`config.mk`:
```
export PLATFORM = sky130hd
export DESIGN_NAME = safety_output_restart_interlock
export DESIGN_NICKNAME = d
export VERILOG_FILES = /design/src/interlock_pkg.sv /design/src/sync_two_ff.sv /design/src/restart_actuation_check.sv /design/src/safety_output_restart_interlock.sv
export SDC_FILE = /design/constraint.sdc
export NUM_CORES = 1
export LEC_CHECK = 0
export ABC_AREA = 1
export BUFFER_PORTS_ARGS = -buffer_cell sky130_fd_sc_hd__clkbuf_2
export CAP_MARGIN = 20
export CORE_ASPECT_RATIO = 0.7
export CORE_MARGIN = 2
export CORE_UTILIZATION = 45
export CTS_BUF_LIST = sky130_fd_sc_hd__clkbuf_16
export CTS_CLUSTER_SIZE = 10
export DETAILED_ROUTE_END_ITERATION = 16
export GPL_TIMING_DRIVEN = 0
export PLACE_DENSITY = 0.58
export SYNTH_ARGS = -nofsm -noshare
export SYNTH_HDL_FRONTEND = slang
export SYNTH_SLANG_ARGS = --single-unit
```
`constraint.sdc`:
```
create_clock -name ref_clk -period 9.55 [get_ports ref_clk]
set_input_delay 0.4775 -clock ref_clk [delete_from_list [all_inputs] [get_ports ref_clk]]
set_output_delay 0.4775 -clock ref_clk [all_outputs]
set_load 0.005 [all_outputs]
```
`src/interlock_pkg.sv`:
```
// interlock_pkg: register map, field layout, reset values and timing counts
// assumes a 20 MHz ref_clk; all counts derive from that rate
package interlock_pkg;
	localparam int unsigned CLK_HZ = 20_000_000;
	localparam int unsigned MS_CYCLES = CLK_HZ / 1000;
	// response time = base + per-scan * scans
	localparam int unsigned RESP_BASE_MS = 110;
	localparam int unsigned RESP_SCAN_MS = 40;
	localparam int unsigned SCANS_MIN = 2;
	localparam int unsigned SCANS_MAX = 16;
	localparam int unsigned RESP_VEHICLE_MS = 270;
	// restart actuation level timing
	localparam int unsigned ACT_LOW_MIN_MS = 160;
	localparam int unsigned ACT_HIGH_MIN_MS = 240;
	localparam int unsigned ACT_HIGH_MAX_MS = 5000;
	localparam int unsigned ACT_LOW_MIN_CYC = ACT_LOW_MIN_MS * MS_CYCLES;
	localparam int unsigned ACT_HIGH_MIN_CYC = ACT_HIGH_MIN_MS * MS_CYCLES;
	localparam int unsigned ACT_HIGH_MAX_CYC = ACT_HIGH_MAX_MS * MS_CYCLES;
	// indicator flash half period
	localparam int unsigned FLASH_MS = 250;
	localparam int unsigned FLASH_CYC = FLASH_MS * MS_CYCLES;
	// register byte offsets
	localparam logic [7:0] REG_CTRL = 8'h00;
	localparam logic [7:0] REG_DELAY = 8'h04;
	localparam logic [7:0] REG_STATUS = 8'h08;
	localparam logic [7:0] REG_EVENT = 8'h0C;
	localparam logic [7:0] REG_MASK = 8'h10;
	localparam logic [7:0] REG_CASE = 8'h14;
	// control field positions
	localparam int CTRL_TEST_EN = 0;
	localparam int CTRL_MODE_LSB = 1;
	localparam int CTRL_VEHICLE = 3;
	localparam int CTRL_ANY_ORDER = 4;
	localparam int CTRL_SCANS_LSB = 8;
	localparam int CTRL_OUT_A_EN = 16;
	localparam int CTRL_OUT_B_EN = 17;
	localparam logic [31:0] CTRL_RESET = 32'h0003_0201;
	localparam logic [15:0] DELAY_RESET = 16'h0001;
	localparam logic [7:0] CASE_RESET = 8'h00;
	// case table field positions
	localparam int CASE_SPEED_LSB = 0;
	localparam int CASE_DIR_LSB = 2;
	localparam int CASE_NEXT_LSB = 4;
	// event bits
	localparam int EV_TEST_DONE = 0;
	localparam int EV_INTRUSION = 1;
	localparam int EV_ENABLE = 2;
	localparam int EV_BAD_ACT = 3;
	localparam int EV_BAD_CASE = 4;
	localparam int EV_WIDTH = 5;
	typedef enum logic [1:0] {
		RESTART_IMMEDIATE,
		RESTART_DELAYED,
		RESTART_BUTTON,
		RESTART_SPARE
	} restart_mode_t;
endpackage

```
`src/sync_two_ff.sv`:
```
// sync_two_ff: two flip-flop synchroniser for a bus of asynchronous levels
// assumes inputs are static long enough to be sampled once
`timescale 1ns/1ps
`default_nettype none
module sync_two_ff #(
	parameter int WIDTH = 1
) (
	input wire logic ref_clk,
	input wire logic resetn,
	input wire logic [WIDTH-1:0] asyncIn,
	output logic [WIDTH-1:0] syncOut
);
	logic [WIDTH-1:0] stage1;
	always_ff @(posedge ref_clk or negedge resetn) begin
		if (!resetn) begin
			stage1 <= '0;
			syncOut <= '0;
		end else begin
			stage1 <= asyncIn;
			syncOut <= stage1;
		end
	end
endmodule
`default_nettype wire

```
`src/restart_actuation_check.sv`:
```
// restart_actuation_check: validates low-high-low timing of a restart button
// assumes a synchronised button level on ref_clk
`timescale 1ns/1ps
`default_nettype none
module restart_actuation_check
	import interlock_pkg::*;
#(
	parameter int unsigned LOW_MIN = ACT_LOW_MIN_CYC,
	parameter int unsigned HIGH_MIN = ACT_HIGH_MIN_CYC,
	parameter int unsigned HIGH_MAX = ACT_HIGH_MAX_CYC
) (
	input wire logic ref_clk,
	input wire logic resetn,
	input wire logic buttonLevel,
	output logic validPulse,
	output logic invalidPulse
);
	typedef enum logic [1:0] {
		ACT_PRE_LOW,
		ACT_HIGH,
		ACT_POST_LOW
	} act_state_t;
	act_state_t state;
	logic [27:0] count;
	logic prevLevel;
	wire rise = buttonLevel && !prevLevel;
	wire fall = !buttonLevel && prevLevel;
	wire preOk = count >= 28'(LOW_MIN);
	wire highOk = count >= 28'(HIGH_MIN);
	wire highLong = count >= 28'(HIGH_MAX);
	wire postOk = count >= 28'(LOW_MIN);
	always_ff @(posedge ref_clk or negedge resetn) begin
		if (!resetn) begin
			state <= ACT_PRE_LOW;
			count <= '0;
			prevLevel <= 1'b0;
			validPulse <= 1'b0;
			invalidPulse <= 1'b0;
		end else begin
			prevLevel <= buttonLevel;
			validPulse <= 1'b0;
			invalidPulse <= 1'b0;
			count <= (rise || fall || count == '1) ? count : count + 28'd1;
			if (rise || fall) count <= '0;
			unique case (state)
			ACT_PRE_LOW: begin
				// a rise after too short a low is refused
				if (rise) begin
					state <= preOk ? ACT_HIGH : ACT_PRE_LOW;
					invalidPulse <= !preOk;
				end
			end
			ACT_HIGH: begin
				if (fall) begin
					state <= highOk && !highLong ? ACT_POST_LOW : ACT_PRE_LOW;
					invalidPulse <= !highOk || highLong;
				end else if (highLong) begin
					state <= ACT_PRE_LOW;
					invalidPulse <= 1'b1;
				end
			end
			ACT_POST_LOW: begin
				if (rise) begin
					state <= ACT_HIGH;
					invalidPulse <= 1'b1;
				end else if (postOk) begin
					state <= ACT_PRE_LOW;
					validPulse <= 1'b1;
				end
			end
			endcase
		end
	end
endmodule
`default_nettype wire

```
`src/safety_output_restart_interlock.sv`:
```
// safety_output_restart_interlock: gates two safety outputs through start-up
// test and restart behaviour, drives indicators, selects monitoring cases
// assumes field inputs and buttons come from pins; wishbone on ref_clk
`timescale 1ns/1ps
`default_nettype none
// Functional notes
// - control bit chooses whether a start-up test is required after reset.
// - with start-up test set, outputs stay off until the test passes.
// - test covers only sensors of the first monitoring case at power-up.
// - start-up test may involve one or two active sensors.
// - after reset both outputs off and both red indicators lit.
// - a sensor passes after reporting field occupied, then free again.
// - restart after intrusion is immediate, delayed, or button gated.
// - immediate mode enables output a response time after field free.
// - enabled output turns red indicator off and green indicator on.
// - delayed mode enables output after the preset delay expires fully.
// - button mode flashes the yellow indicator while awaiting the button.
// - button mode enables only on a valid actuation, never field alone.
// - response time is 110 ms plus 40 ms per scan, 2 to 16 scans.
// - vehicle variant uses a fixed 270 ms response time.
// - speed cases from encoder inputs, direction cases from binary inputs.
// - case changes may be allowed in any order, not only fixed sequence.
module safety_output_restart_interlock
	import interlock_pkg::*;
#(
	parameter int unsigned MS_CYC = MS_CYCLES,
	parameter int unsigned FLASH_HALF = FLASH_CYC
) (
	input wire logic ref_clk,
	input wire logic resetn,
	input wire logic wb_cyc_i,
	input wire logic wb_stb_i,
	input wire logic wb_we_i,
	input wire logic [7:0] wb_adr_i,
	input wire logic [3:0] wb_sel_i,
	input wire logic [31:0] wb_dat_i,
	output logic [31:0] wb_dat_o,
	output logic wb_ack_o,
	input wire logic [1:0] fieldOccupied,
	input wire logic restart_input_a,
	input wire logic restart_input_b,
	input wire logic [1:0] speedCase,
	input wire logic [1:0] directionCase,
	output logic safety_output_a,
	output logic safety_output_b,
	output logic [1:0] redIndicator,
	output logic [1:0] greenIndicator,
	output logic [1:0] restart_request_indicator,
	output logic [1:0] activeSensors,
	output logic [3:0] monitoringCase,
	output logic irq
);
	function automatic logic [31:0] ms_to_cyc(input logic [15:0] ms);
		ms_to_cyc = 32'(ms) * 32'(MS_CYC);
	endfunction
	function automatic logic [1:0] sensors_of(input logic [3:0] mcase);
		// direction 01 or 10 selects second sensor only, 11 both, zero means first only
		sensors_of = mcase[CASE_DIR_LSB +: 2] == 2'b00 ? 2'b01 :
			(mcase[CASE_DIR_LSB +: 2] == 2'b11 ? 2'b11 : 2'b10);
	endfunction

	logic [31:0] ctrl;
	logic [15:0] delaySec;
	logic [EV_WIDTH-1:0] events;
	logic [EV_WIDTH-1:0] mask;
	logic [7:0] caseCfg;
	logic [1:0] fieldSync, speedSync, dirSync, resSync;
	logic [1:0] actValid, actInvalid;

	sync_two_ff #(.WIDTH(8)) pinSync (
		.ref_clk(ref_clk),
		.resetn(resetn),
		.asyncIn({fieldOccupied, speedCase, directionCase,
			restart_input_b, restart_input_a}),
		.syncOut({fieldSync, speedSync, dirSync, resSync})
	);
	restart_actuation_check #(
		.LOW_MIN(ACT_LOW_MIN_MS * MS_CYC),
		.HIGH_MIN(ACT_HIGH_MIN_MS * MS_CYC),
		.HIGH_MAX(ACT_HIGH_MAX_MS * MS_CYC)
	) checkA (
		.ref_clk(ref_clk),
		.resetn(resetn),
		.buttonLevel(resSync[0]),
		.validPulse(actValid[0]),
		.invalidPulse(actInvalid[0])
	);
	restart_actuation_check #(
		.LOW_MIN(ACT_LOW_MIN_MS * MS_CYC),
		.HIGH_MIN(ACT_HIGH_MIN_MS * MS_CYC),
		.HIGH_MAX(ACT_HIGH_MAX_MS * MS_CYC)
	) checkB (
		.ref_clk(ref_clk),
		.resetn(resetn),
		.buttonLevel(resSync[1]),
		.validPulse(actValid[1]),
		.invalidPulse(actInvalid[1])
	);

	wire testEn = ctrl[CTRL_TEST_EN];
	wire restart_mode_t mode = restart_mode_t'(ctrl[CTRL_MODE_LSB +: 2]);
	wire vehicle = ctrl[CTRL_VEHICLE];
	wire anyOrder = ctrl[CTRL_ANY_ORDER];
	wire [4:0] scansRaw = ctrl[CTRL_SCANS_LSB +: 5];
	wire [1:0] outEn = ctrl[CTRL_OUT_B_EN:CTRL_OUT_A_EN];
	wire [4:0] scans = scansRaw < 5'(SCANS_MIN) ? 5'(SCANS_MIN) :
		(scansRaw > 5'(SCANS_MAX) ? 5'(SCANS_MAX) : scansRaw);
	wire [15:0] respMs = vehicle ? 16'(RESP_VEHICLE_MS) :
		16'(RESP_BASE_MS) + 16'(RESP_SCAN_MS) * 16'(scans);
	wire [31:0] respCyc = ms_to_cyc(respMs);
	// wide enough for the largest programmable delay
	wire [47:0] delayCyc = 48'(delaySec) * 48'(MS_CYC) * 48'd1000;
	wire [47:0] limitCyc = mode == RESTART_DELAYED ? delayCyc :
		48'(respCyc);

	// monitoring case selection
	wire [3:0] requestedCase = {dirSync, speedSync};
	wire [3:0] nextAllowed = caseCfg[CASE_NEXT_LSB +: 4];
	wire caseChange = requestedCase != monitoringCase;
	wire caseLegal = anyOrder || requestedCase == nextAllowed;
	// pins settle through the synchroniser before the first case is taken
	logic [1:0] settle;
	wire firstCase = settle == 2'd2;
	wire caseValid = settle == 2'd3;
	always_ff @(posedge ref_clk or negedge resetn) begin
		if (!resetn) settle <= 2'd0;
		else if (!caseValid) settle <= settle + 2'd1;
	end
	always_ff @(posedge ref_clk or negedge resetn) begin
		if (!resetn) monitoringCase <= 4'h0;
		else if (firstCase) monitoringCase <= requestedCase;
		else if (caseValid && caseChange && caseLegal)
			monitoringCase <= requestedCase;
	end
	assign activeSensors = sensors_of(monitoringCase);

	// start-up test
	logic testStarted, testPassed;
	logic [1:0] testSensors, sawOccupied, sensorDone;
	always_ff @(posedge ref_clk or negedge resetn) begin
		if (!resetn) begin
			testStarted <= 1'b0;
			testPassed <= 1'b0;
			testSensors <= 2'b00;
			sawOccupied <= 2'b00;
			sensorDone <= 2'b00;
		end else begin
			if (!testStarted) begin
				testStarted <= caseValid;
				testSensors <= activeSensors;
			end else if (!testPassed) begin
				for (int i = 0; i < 2; i++) begin
					if (fieldSync[i]) sawOccupied[i] <= 1'b1;
					if (sawOccupied[i] && !fieldSync[i])
						sensorDone[i] <= 1'b1;
				end
				if ((sensorDone & testSensors) == testSensors)
					testPassed <= 1'b1;
			end
		end
	end
	wire ready = testStarted && (!testEn || testPassed);

	// flash generator
	logic [27:0] flashCnt;
	logic flash;
	always_ff @(posedge ref_clk or negedge resetn) begin
		if (!resetn) begin
			flashCnt <= '0;
			flash <= 1'b0;
		end else if (flashCnt >= 28'(FLASH_HALF - 1)) begin
			flashCnt <= '0;
			flash <= !flash;
		end else flashCnt <= flashCnt + 28'd1;
	end

	// per-output restart interlock
	typedef enum logic [1:0] {
		OUT_BLOCKED,
		OUT_WAIT_TIME,
		OUT_WAIT_BUTTON,
		OUT_ENABLED
	} out_state_t;
	out_state_t outState [2];
	logic [47:0] waitCnt [2];
	logic [1:0] outOn, enEvent, intrEvent;
	wire fieldBusy = |(fieldSync & activeSensors);
	always_ff @(posedge ref_clk or negedge resetn) begin
		if (!resetn) begin
			for (int i = 0; i < 2; i++) begin
				outState[i] <= OUT_BLOCKED;
				waitCnt[i] <= '0;
			end
			enEvent <= 2'b00;
			intrEvent <= 2'b00;
		end else begin
			enEvent <= 2'b00;
			intrEvent <= 2'b00;
			for (int i = 0; i < 2; i++) begin
				waitCnt[i] <= waitCnt[i] + 48'd1;
				if (!outEn[i] || !ready) begin
					outState[i] <= OUT_BLOCKED;
				end else if (fieldBusy) begin
					if (outState[i] != OUT_BLOCKED) intrEvent[i] <= 1'b1;
					outState[i] <= OUT_BLOCKED;
				end else begin
					unique case (outState[i])
					OUT_BLOCKED: begin
						waitCnt[i] <= '0;
						outState[i] <= mode == RESTART_BUTTON ?
							OUT_WAIT_BUTTON : OUT_WAIT_TIME;
					end
					OUT_WAIT_TIME: begin
						if (waitCnt[i] + 48'd1 >= limitCyc) begin
							outState[i] <= OUT_ENABLED;
							enEvent[i] <= 1'b1;
						end
					end
					OUT_WAIT_BUTTON: begin
						if (actValid[i]) begin
							outState[i] <= OUT_ENABLED;
							enEvent[i] <= 1'b1;
						end
					end
					OUT_ENABLED: ;
					endcase
				end
			end
		end
	end
	always_comb begin
		for (int i = 0; i < 2; i++) begin
			outOn[i] = outState[i] == OUT_ENABLED;
			restart_request_indicator[i] =
				outState[i] == OUT_WAIT_BUTTON && flash;
		end
	end
	assign safety_output_a = outOn[0];
	assign safety_output_b = outOn[1];
	assign greenIndicator = outOn;
	assign redIndicator = ~outOn;

	// register bus
	wire access = wb_cyc_i && wb_stb_i && !wb_ack_o;
	wire wr = access && wb_we_i;
	wire rdEvent = access && !wb_we_i && wb_adr_i == REG_EVENT;
	wire [EV_WIDTH-1:0] newEvents;
	assign newEvents[EV_TEST_DONE] = testEn && testStarted && !testPassed &&
		(sensorDone & testSensors) == testSensors;
	assign newEvents[EV_INTRUSION] = |intrEvent;
	assign newEvents[EV_ENABLE] = |enEvent;
	assign newEvents[EV_BAD_ACT] = |actInvalid;
	assign newEvents[EV_BAD_CASE] = caseValid && caseChange && !caseLegal;
	function automatic logic [31:0] merge(input logic [31:0] old,
		input logic [31:0] data, input logic [3:0] sel);
		for (int b = 0; b < 4; b++)
			merge[b*8 +: 8] = sel[b] ? data[b*8 +: 8] : old[b*8 +: 8];
	endfunction
	always_ff @(posedge ref_clk or negedge resetn) begin
		if (!resetn) begin
			ctrl <= CTRL_RESET;
			delaySec <= DELAY_RESET;
			mask <= '0;
			caseCfg <= CASE_RESET;
			events <= '0;
			wb_ack_o <= 1'b0;
		end else begin
			wb_ack_o <= access;
			// set wins over read-clear
			events <= (rdEvent ? '0 : events) | newEvents;
			if (wr && wb_adr_i == REG_CTRL)
				ctrl <= merge(ctrl, wb_dat_i, wb_sel_i);
			if (wr && wb_adr_i == REG_DELAY)
				delaySec <= 16'(merge({16'h0, delaySec}, wb_dat_i, wb_sel_i));
			if (wr && wb_adr_i == REG_MASK)
				mask <= EV_WIDTH'(merge(32'(mask), wb_dat_i, wb_sel_i));
			if (wr && wb_adr_i == REG_CASE)
				caseCfg <= 8'(merge(32'(caseCfg), wb_dat_i, wb_sel_i));
		end
	end
	wire [31:0] statusWord = {20'h0, monitoringCase, activeSensors,
		testPassed, ready, restart_request_indicator, outOn};
	always_ff @(posedge ref_clk or negedge resetn) begin
		if (!resetn) wb_dat_o <= 32'h0000_0000;
		else if (access && !wb_we_i) begin
			unique case (wb_adr_i)
			REG_CTRL: wb_dat_o <= ctrl;
			REG_DELAY: wb_dat_o <= {16'h0, delaySec};
			REG_STATUS: wb_dat_o <= statusWord;
			REG_EVENT: wb_dat_o <= 32'(events);
			REG_MASK: wb_dat_o <= 32'(mask);
			REG_CASE: wb_dat_o <= {24'h0, caseCfg};
			default: wb_dat_o <= 32'h0000_0000;
			endcase
		end
	end
	assign irq = |(events & mask);
endmodule
`default_nettype wire

```
After elaboration in Yosys (flattened, before gate mapping)
Index checks and enable logic that the tools add are counted.
{"block": "word_totals", "ff_bits": 328, "latch_bits": 0, "ram_bits": 0, "mem_bits_ro": 0, "inputBits": 57, "output_inout_bits": 48, "wordCells": 277, "memories": 0}
{"block": "classes", "add_sub_neg": 7, "mul": 4, "n_div": 0, "order_cmp": 11, "n_eq_ne": 37, "shift": 0, "muxes": 83, "bitwise_logic": 6, "n_reduce_logical": 89}
{"operator": "48-bit two-way mux", "n": 6}
{"operator": "32-bit case mux with 6 select lines", "n": 1}
{"operator": "28-bit two-way mux", "n": 5}
{"operator": "48-bit by 1-bit adder with 48-bit output, second input constant", "n": 2}
{"operator": "48-bit by 41-bit greater-or-equal comparator with 1-bit output", "n": 2}
{"operator": "28-bit by 1-bit adder with 28-bit output, second input constant", "n": 3}
{"operator": "28-bit by 23-bit greater-or-equal comparator with 1-bit output, second input constant", "n": 3}
{"operator": "28-bit equality test, second input constant", "n": 2}
{"operator": "28-bit by 22-bit greater-or-equal comparator with 1-bit output, second input constant", "n": 2}
{"operator": "28-bit by 27-bit greater-or-equal comparator with 1-bit output, second input constant", "n": 2}
{"operator": "2-bit two-way mux", "n": 22}
{"operator": "41-bit two-way mux", "n": 1}
{"operator": "1-bit two-way mux", "n": 34}
{"operator": "26-bit by 7-bit multiplier with 33-bit output, second input constant", "n": 1}
{"operator": "1-bit logical AND", "n": 26}
{"operator": "16-bit by 10-bit multiplier with 26-bit output, second input constant", "n": 1}
{"operator": "2-bit case mux with 3 select lines", "n": 4}
{"operator": "3-bit AND reduction", "n": 8}
{"operator": "12-bit by 10-bit multiplier with 22-bit output, second input constant", "n": 1}
{"operator": "1-bit logical NOT", "n": 21}
{"operator": "2-bit equality test, second input constant", "n": 10}
{"operator": "8-bit by 4-bit equality test with 1-bit output, second input constant", "n": 2}
{"operator": "8-bit by 5-bit equality test with 1-bit output, second input constant", "n": 2}
{"operator": "2-bit AND reduction", "n": 8}
{"operator": "other kinds (31)", "n": 68}

Logic depth before layout (Yosys ltp)
{"block": "logic_depth", "depth_word": 13, "mapped_depth": 54}

By module
Synthesis repeated with hierarchy kept, for this count alone.
{"block": "unflattened", "hier_cells": 3762, "area_unflattened_um2": 28489.8}
{"mod": "safety_output_restart_interlock", "n_inst": 1, "cells_per_inst": 3046, "area_each_um2": 23314.9, "seq_area_each_um2": 6162.2}
{"mod": "restart_actuation_check", "n_inst": 2, "cells_per_inst": 350, "area_each_um2": 2387.3, "seq_area_each_um2": 825.8}
{"mod": "sync_two_ff", "n_inst": 1, "cells_per_inst": 16, "area_each_um2": 400.4, "seq_area_each_um2": 400.4}

Worst setup path after synthesis
OpenSTA, ideal clock, no wires.
{"block": "synth_path", "path_kind": "register to register", "from": "reg delaySec[8]", "to": "reg outState[0] (netlist name)", "arrival_ps": 8570, "t_required_ps": 9433, "path_slack_ps": 864, "path_stages_with_launch": 50, "n_path_buf": 0, "synth_period_minus_slack_ps": 8686, "path_cell_list": "dfrtp_1 -> inv_1 -> fa_1 -> inv_1 -> ha_1 -> fa_1 -> ha_1 -> inv_1 -> fa_1 -> inv_1 -> ha_1 -> nand2_1 -> nand2_1 -> inv_1 -> o21ai_0 -> a21oi_1 -> nand2_2 -> nand2_1 -> [14 not listed] -> o211ai_1 -> a31oi_1 -> nand2_1 -> a21oi_1 -> o21ai_0 -> ha_1 -> nand2_1 -> inv_1 -> o21ai_0 -> nand2_1 -> a41oi_1 -> nand2_1 -> nand2_1 -> nand3_1 -> nand2_1 -> nand2_1 -> nand2_1 -> nor2_1"}
{"block": "synth_between", "elab_chain_cells": 6}
{"element": "start: declaration", "line_no": "safety_output_restart_interlock.sv:63", "source": "logic [15:0] delaySec;"}
{"element": "start signal: assignment", "line_no": "safety_output_restart_interlock.sv:274", "source": "delaySec <= 16'(merge({16'h0, delaySec}, wb_dat_i, wb_sel_i));"}
{"element": "16-bit by 10-bit multiplier with 26-bit output", "line_no": "safety_output_restart_interlock.sv:112", "source": "wire [47:0] delayCyc = 48'(delaySec) * 48'(MS_CYC) * 48'd1000;"}
{"element": "26-bit by 7-bit multiplier with 33-bit output", "line_no": "safety_output_restart_interlock.sv:112"}
{"element": "41-bit two-way mux", "line_no": "safety_output_restart_interlock.sv:113", "source": "wire [47:0] limitCyc = mode == RESTART_DELAYED ? delayCyc :"}
{"element": "48-bit by 41-bit greater-or-equal comparator with 1-bit output", "line_no": "safety_output_restart_interlock.sv:214", "source": "if (waitCnt[i] + 48'd1 >= limitCyc) begin"}
{"element": "4-bit != test (no source line)"}
{"element": "3-bit AND reduction (no source line)"}
{"element": "end signal: indexed assignment", "line_no": "safety_output_restart_interlock.sv:210", "source": "outState[i] <= mode == RESTART_BUTTON ?"}
{"element": "end: declaration", "line_no": "safety_output_restart_interlock.sv:184", "source": "out_state_t outState [2];"}
No other way between the ends.
A chain may end at the register's enable or synchronous reset.

Worst setup path in the final report
Ends and elaborated chain as after synthesis.

==> impl_metrics.ini <==
[timing]
skew_ns = 0.02588
finalHoldViolations = 0
drv_slew = 0
worst_slew_pin_slew_ns = 1.174
max_freq_ghz = 0.1096
period_share = 0.9553
max_slew_margin = 0.2171
setup_viol = 0
hold_ws_ns = 0.1119
period_needed_ns = 9.123

[power_and_ir_drop]
ir_worst_vdd_v = 0.0001159
p_total_mw = 3.838
cellLeakagePower_nw = 16.53
pwr_density_cell_nw_per_um2 = 118.4

[floorplanning]
rows = 76
initial_core_util = 0.4548
core_um2 = 61520
die_h_um = 212.6
die_area_um2 = 64220
io_pins = 105
die_width_um = 302.0

[final_layout]
drive_gt1_frac = 0.1313
areaGrowthSynthToFinish_pct = 15.87
antenna_cells = 0
nFillCells = 5889
fin_area_um2 = 32420
fin_nets = 4329

[logic_synthesis]
synth.avg_cell_area_um2 = 7.746
ys_seq_area_frac = 0.2936
netlist_instances = 3612
synth_warnings = 0
synth_area_leaders = dfrtp_1 29%, ha_1 13%, nand2_1 9.7%
synth_cell_types = 75
synth-async-reset-ratio = 1.000
synth_top_area_frac = 0.2889
syn_area_um2 = 27980
synth_edf_count = 0
yosysTopAreaCell = dfrtp_1
synth_seq_cells = 328
synth_flop_cell = dfrtp_1

[detailed_routing]
vias = 23700
initialDrtViolationCount = 1924
drc = 0
ant_nets = 0
wl_mm = 73.26
dr.pass1.iters = 5
vias_per_cell = 5.055
wire_per_inst_um = 15.62

[global_route]
grt-ovfl-total = 0
grt_util_all_layers = 0.2303
grt_max_degree = 91
grt_pass1_wl_mm = 118.3
grt_pass1_vias = 22070
grt_antenna_before_repair = 1

[setup_path]
crit_arrival_ns = 9.58
crit_top_cell = fa_1
crit_family = adder cells
crit_fanout = 6
cp.required_ns = 10.00
start_kind = register
cpPeakStageDelay_ns = 0.55
end_kind = register
cp_slowest_cell = fa_1
worst-path-buf-inv = 9
path_class = register to register

[min_path]
hold_class = primary input to register

[run_status]
status = finished, final reports clean

[placed_design]
dp_hpwl_mm = 58.56
dpl-instance-area_um2 = 29650
port_buffers = 104
gp_congestion = 0.9042

[clocking]
cts_buffers = 41
cts_tree = built
clk_latency_ns = 0.58
path_clk_slew_ns = 0.06
numClockSinks = 328
clk_path_buf_depth = 3
clockRootBuffer = clkbuf_16
htreeDepth = 2

[flow_run]
cap_violations = 0
## placed cells by master (no fill, tap or decap), drive strengths merged, types with 9 or more instances in the layout
master | synthesis | routed
nor3 | 86 | 86
a21boi | 10 | 10
a31oi | 15 | 15
nor2 | 455 | 455
conb | 2 | 10
xor2 | 85 | 85
inv | 663 | 681
nor4 | 19 | 19
nand2 | 733 | 733
o31ai | 9 | 9
a21o | 14 | 14
o22ai | 11 | 11
buf | 18 | 84
nand3 | 125 | 125
dlygate4sd3 | 0 | 9
o21bai | 12 | 12
o21ai | 198 | 198
or2 | 17 | 17
fa | 135 | 135
a21oi | 172 | 172
nand4 | 58 | 58
xnor2 | 44 | 44
clkbuf | 25 | 170
mux2 | 14 | 14
ha | 295 | 295
dfrtp | 323 | 323
nor3b | 11 | 11
## cell type report
| class | instances | area (um2) | area share |
|---|---|---|---|
| Inverter | 663 | 2504 | 0.07723 |
| Sequential cell | 328 | 8227 | 0.2538 |
| Tap cell | 819 | 1025 | 0.03161 |
| Clock inverter | 30 | 178.9 | 0.005519 |
| Timing Repair Buffer | 179 | 1189 | 0.03666 |
| Multi-Input combinational cell | 2586 | 18080 | 0.5578 |
| Buffer | 43 | 187.7 | 0.005789 |
| Clock buffer | 41 | 1026 | 0.03165 |
## flip-flops by register name (all words and copies together) (netlist names), 4 cells and up
signal and count:
monitoringCase 4, delaySec 16, events 5, pinSync.stage1 8, pinSync.syncOut 8, wb_dat_o 32, outState 4, ctrl 32
checkA.count 28, checkB.count 28, flashCnt 28, caseCfg 8, waitCnt 96, mask 5
## metrics by stage
step | util | TNS [ns] | cells | setup WS (ns)
finish | 0.5269 | 0 | 4689 | 0.4272
detailed placement | 0.4820 | -7.781 | 4547 | -1.440
floorplan | - | 0 | 3620 | 0.8635
global placement | 0.4804 | -8.031 | 4543 | -1.468
global route | 0.5269 | -0.1646 | 4689 | -0.05644
CTS | 0.5089 | -0.02481 | 4641 | -0.01261
## cell usage after synthesis, types with 23 or more instances
master	count
xor2_1	81
nor3_1	67
nor2_1	429
nand4_1	56
nor2_2	23
o21ai_0	189
clkbuf_1	25
nand2_1	724
xnor2_1	42
fa_1	135
a21oi_1	169
nand3_1	124
inv_1	650
dfrtp_1	323
ha_1	295
## metal layers
layer  wire [um]  track usage  vias to the layer above
met1       38940       0.3764                    11140
met3        3743      0.02953                       59
li1            -            -                    11990
met2       29530       0.3198                      519
met4        1051      0.04319                        0
met5           0            0                        -
## what timing repair did
item	CTS	global route
pin swaps	6	69
resized for setup	62	159
hold buffers	9	0
cloned	0	0
endpoints found under the setup margin	6	6
setup buffers	14	47
endpoints found under the hold margin	91	0
## logic make-up after synthesis
kind of cell	Yosys count	share of synthesized area
AOI/OAI and AO/OA	484	0.09905
xor gates and xnor gates	129	0.04280
adders and majority gates	430	0.2285
buffers and inverters	706	0.09565
DFF	328	0.2936
muxes	16	0.006350
other	2	0.0002684
and+or+nand+nor	1517	0.2338
## power breakdown
group / internal (mW) / switching, mW
Sequential: 1.45 / 0.0521
Combinational: 0.337 / 0.581
Clock: 0.783 / 0.637
## worst paths after layout
kind,start,to,slack [ns],cells after the start
hold / removal,wb_dat_i[30],ctrl[30],0.11,2
min in group asynchronous,resetn,checkA.count[8],0.51,2
setup / recovery,delaySec[8],outState[0],0.43,45
max in group asynchronous,resetn,ctrl[17],7.76,4
setup reg to reg,delaySec[8],outState[0],0.43,45
hold reg to reg,pinSync.stage1[1],pinSync.syncOut[1],0.35,0
Note: power is estimated with default switching activity, not from simulation.
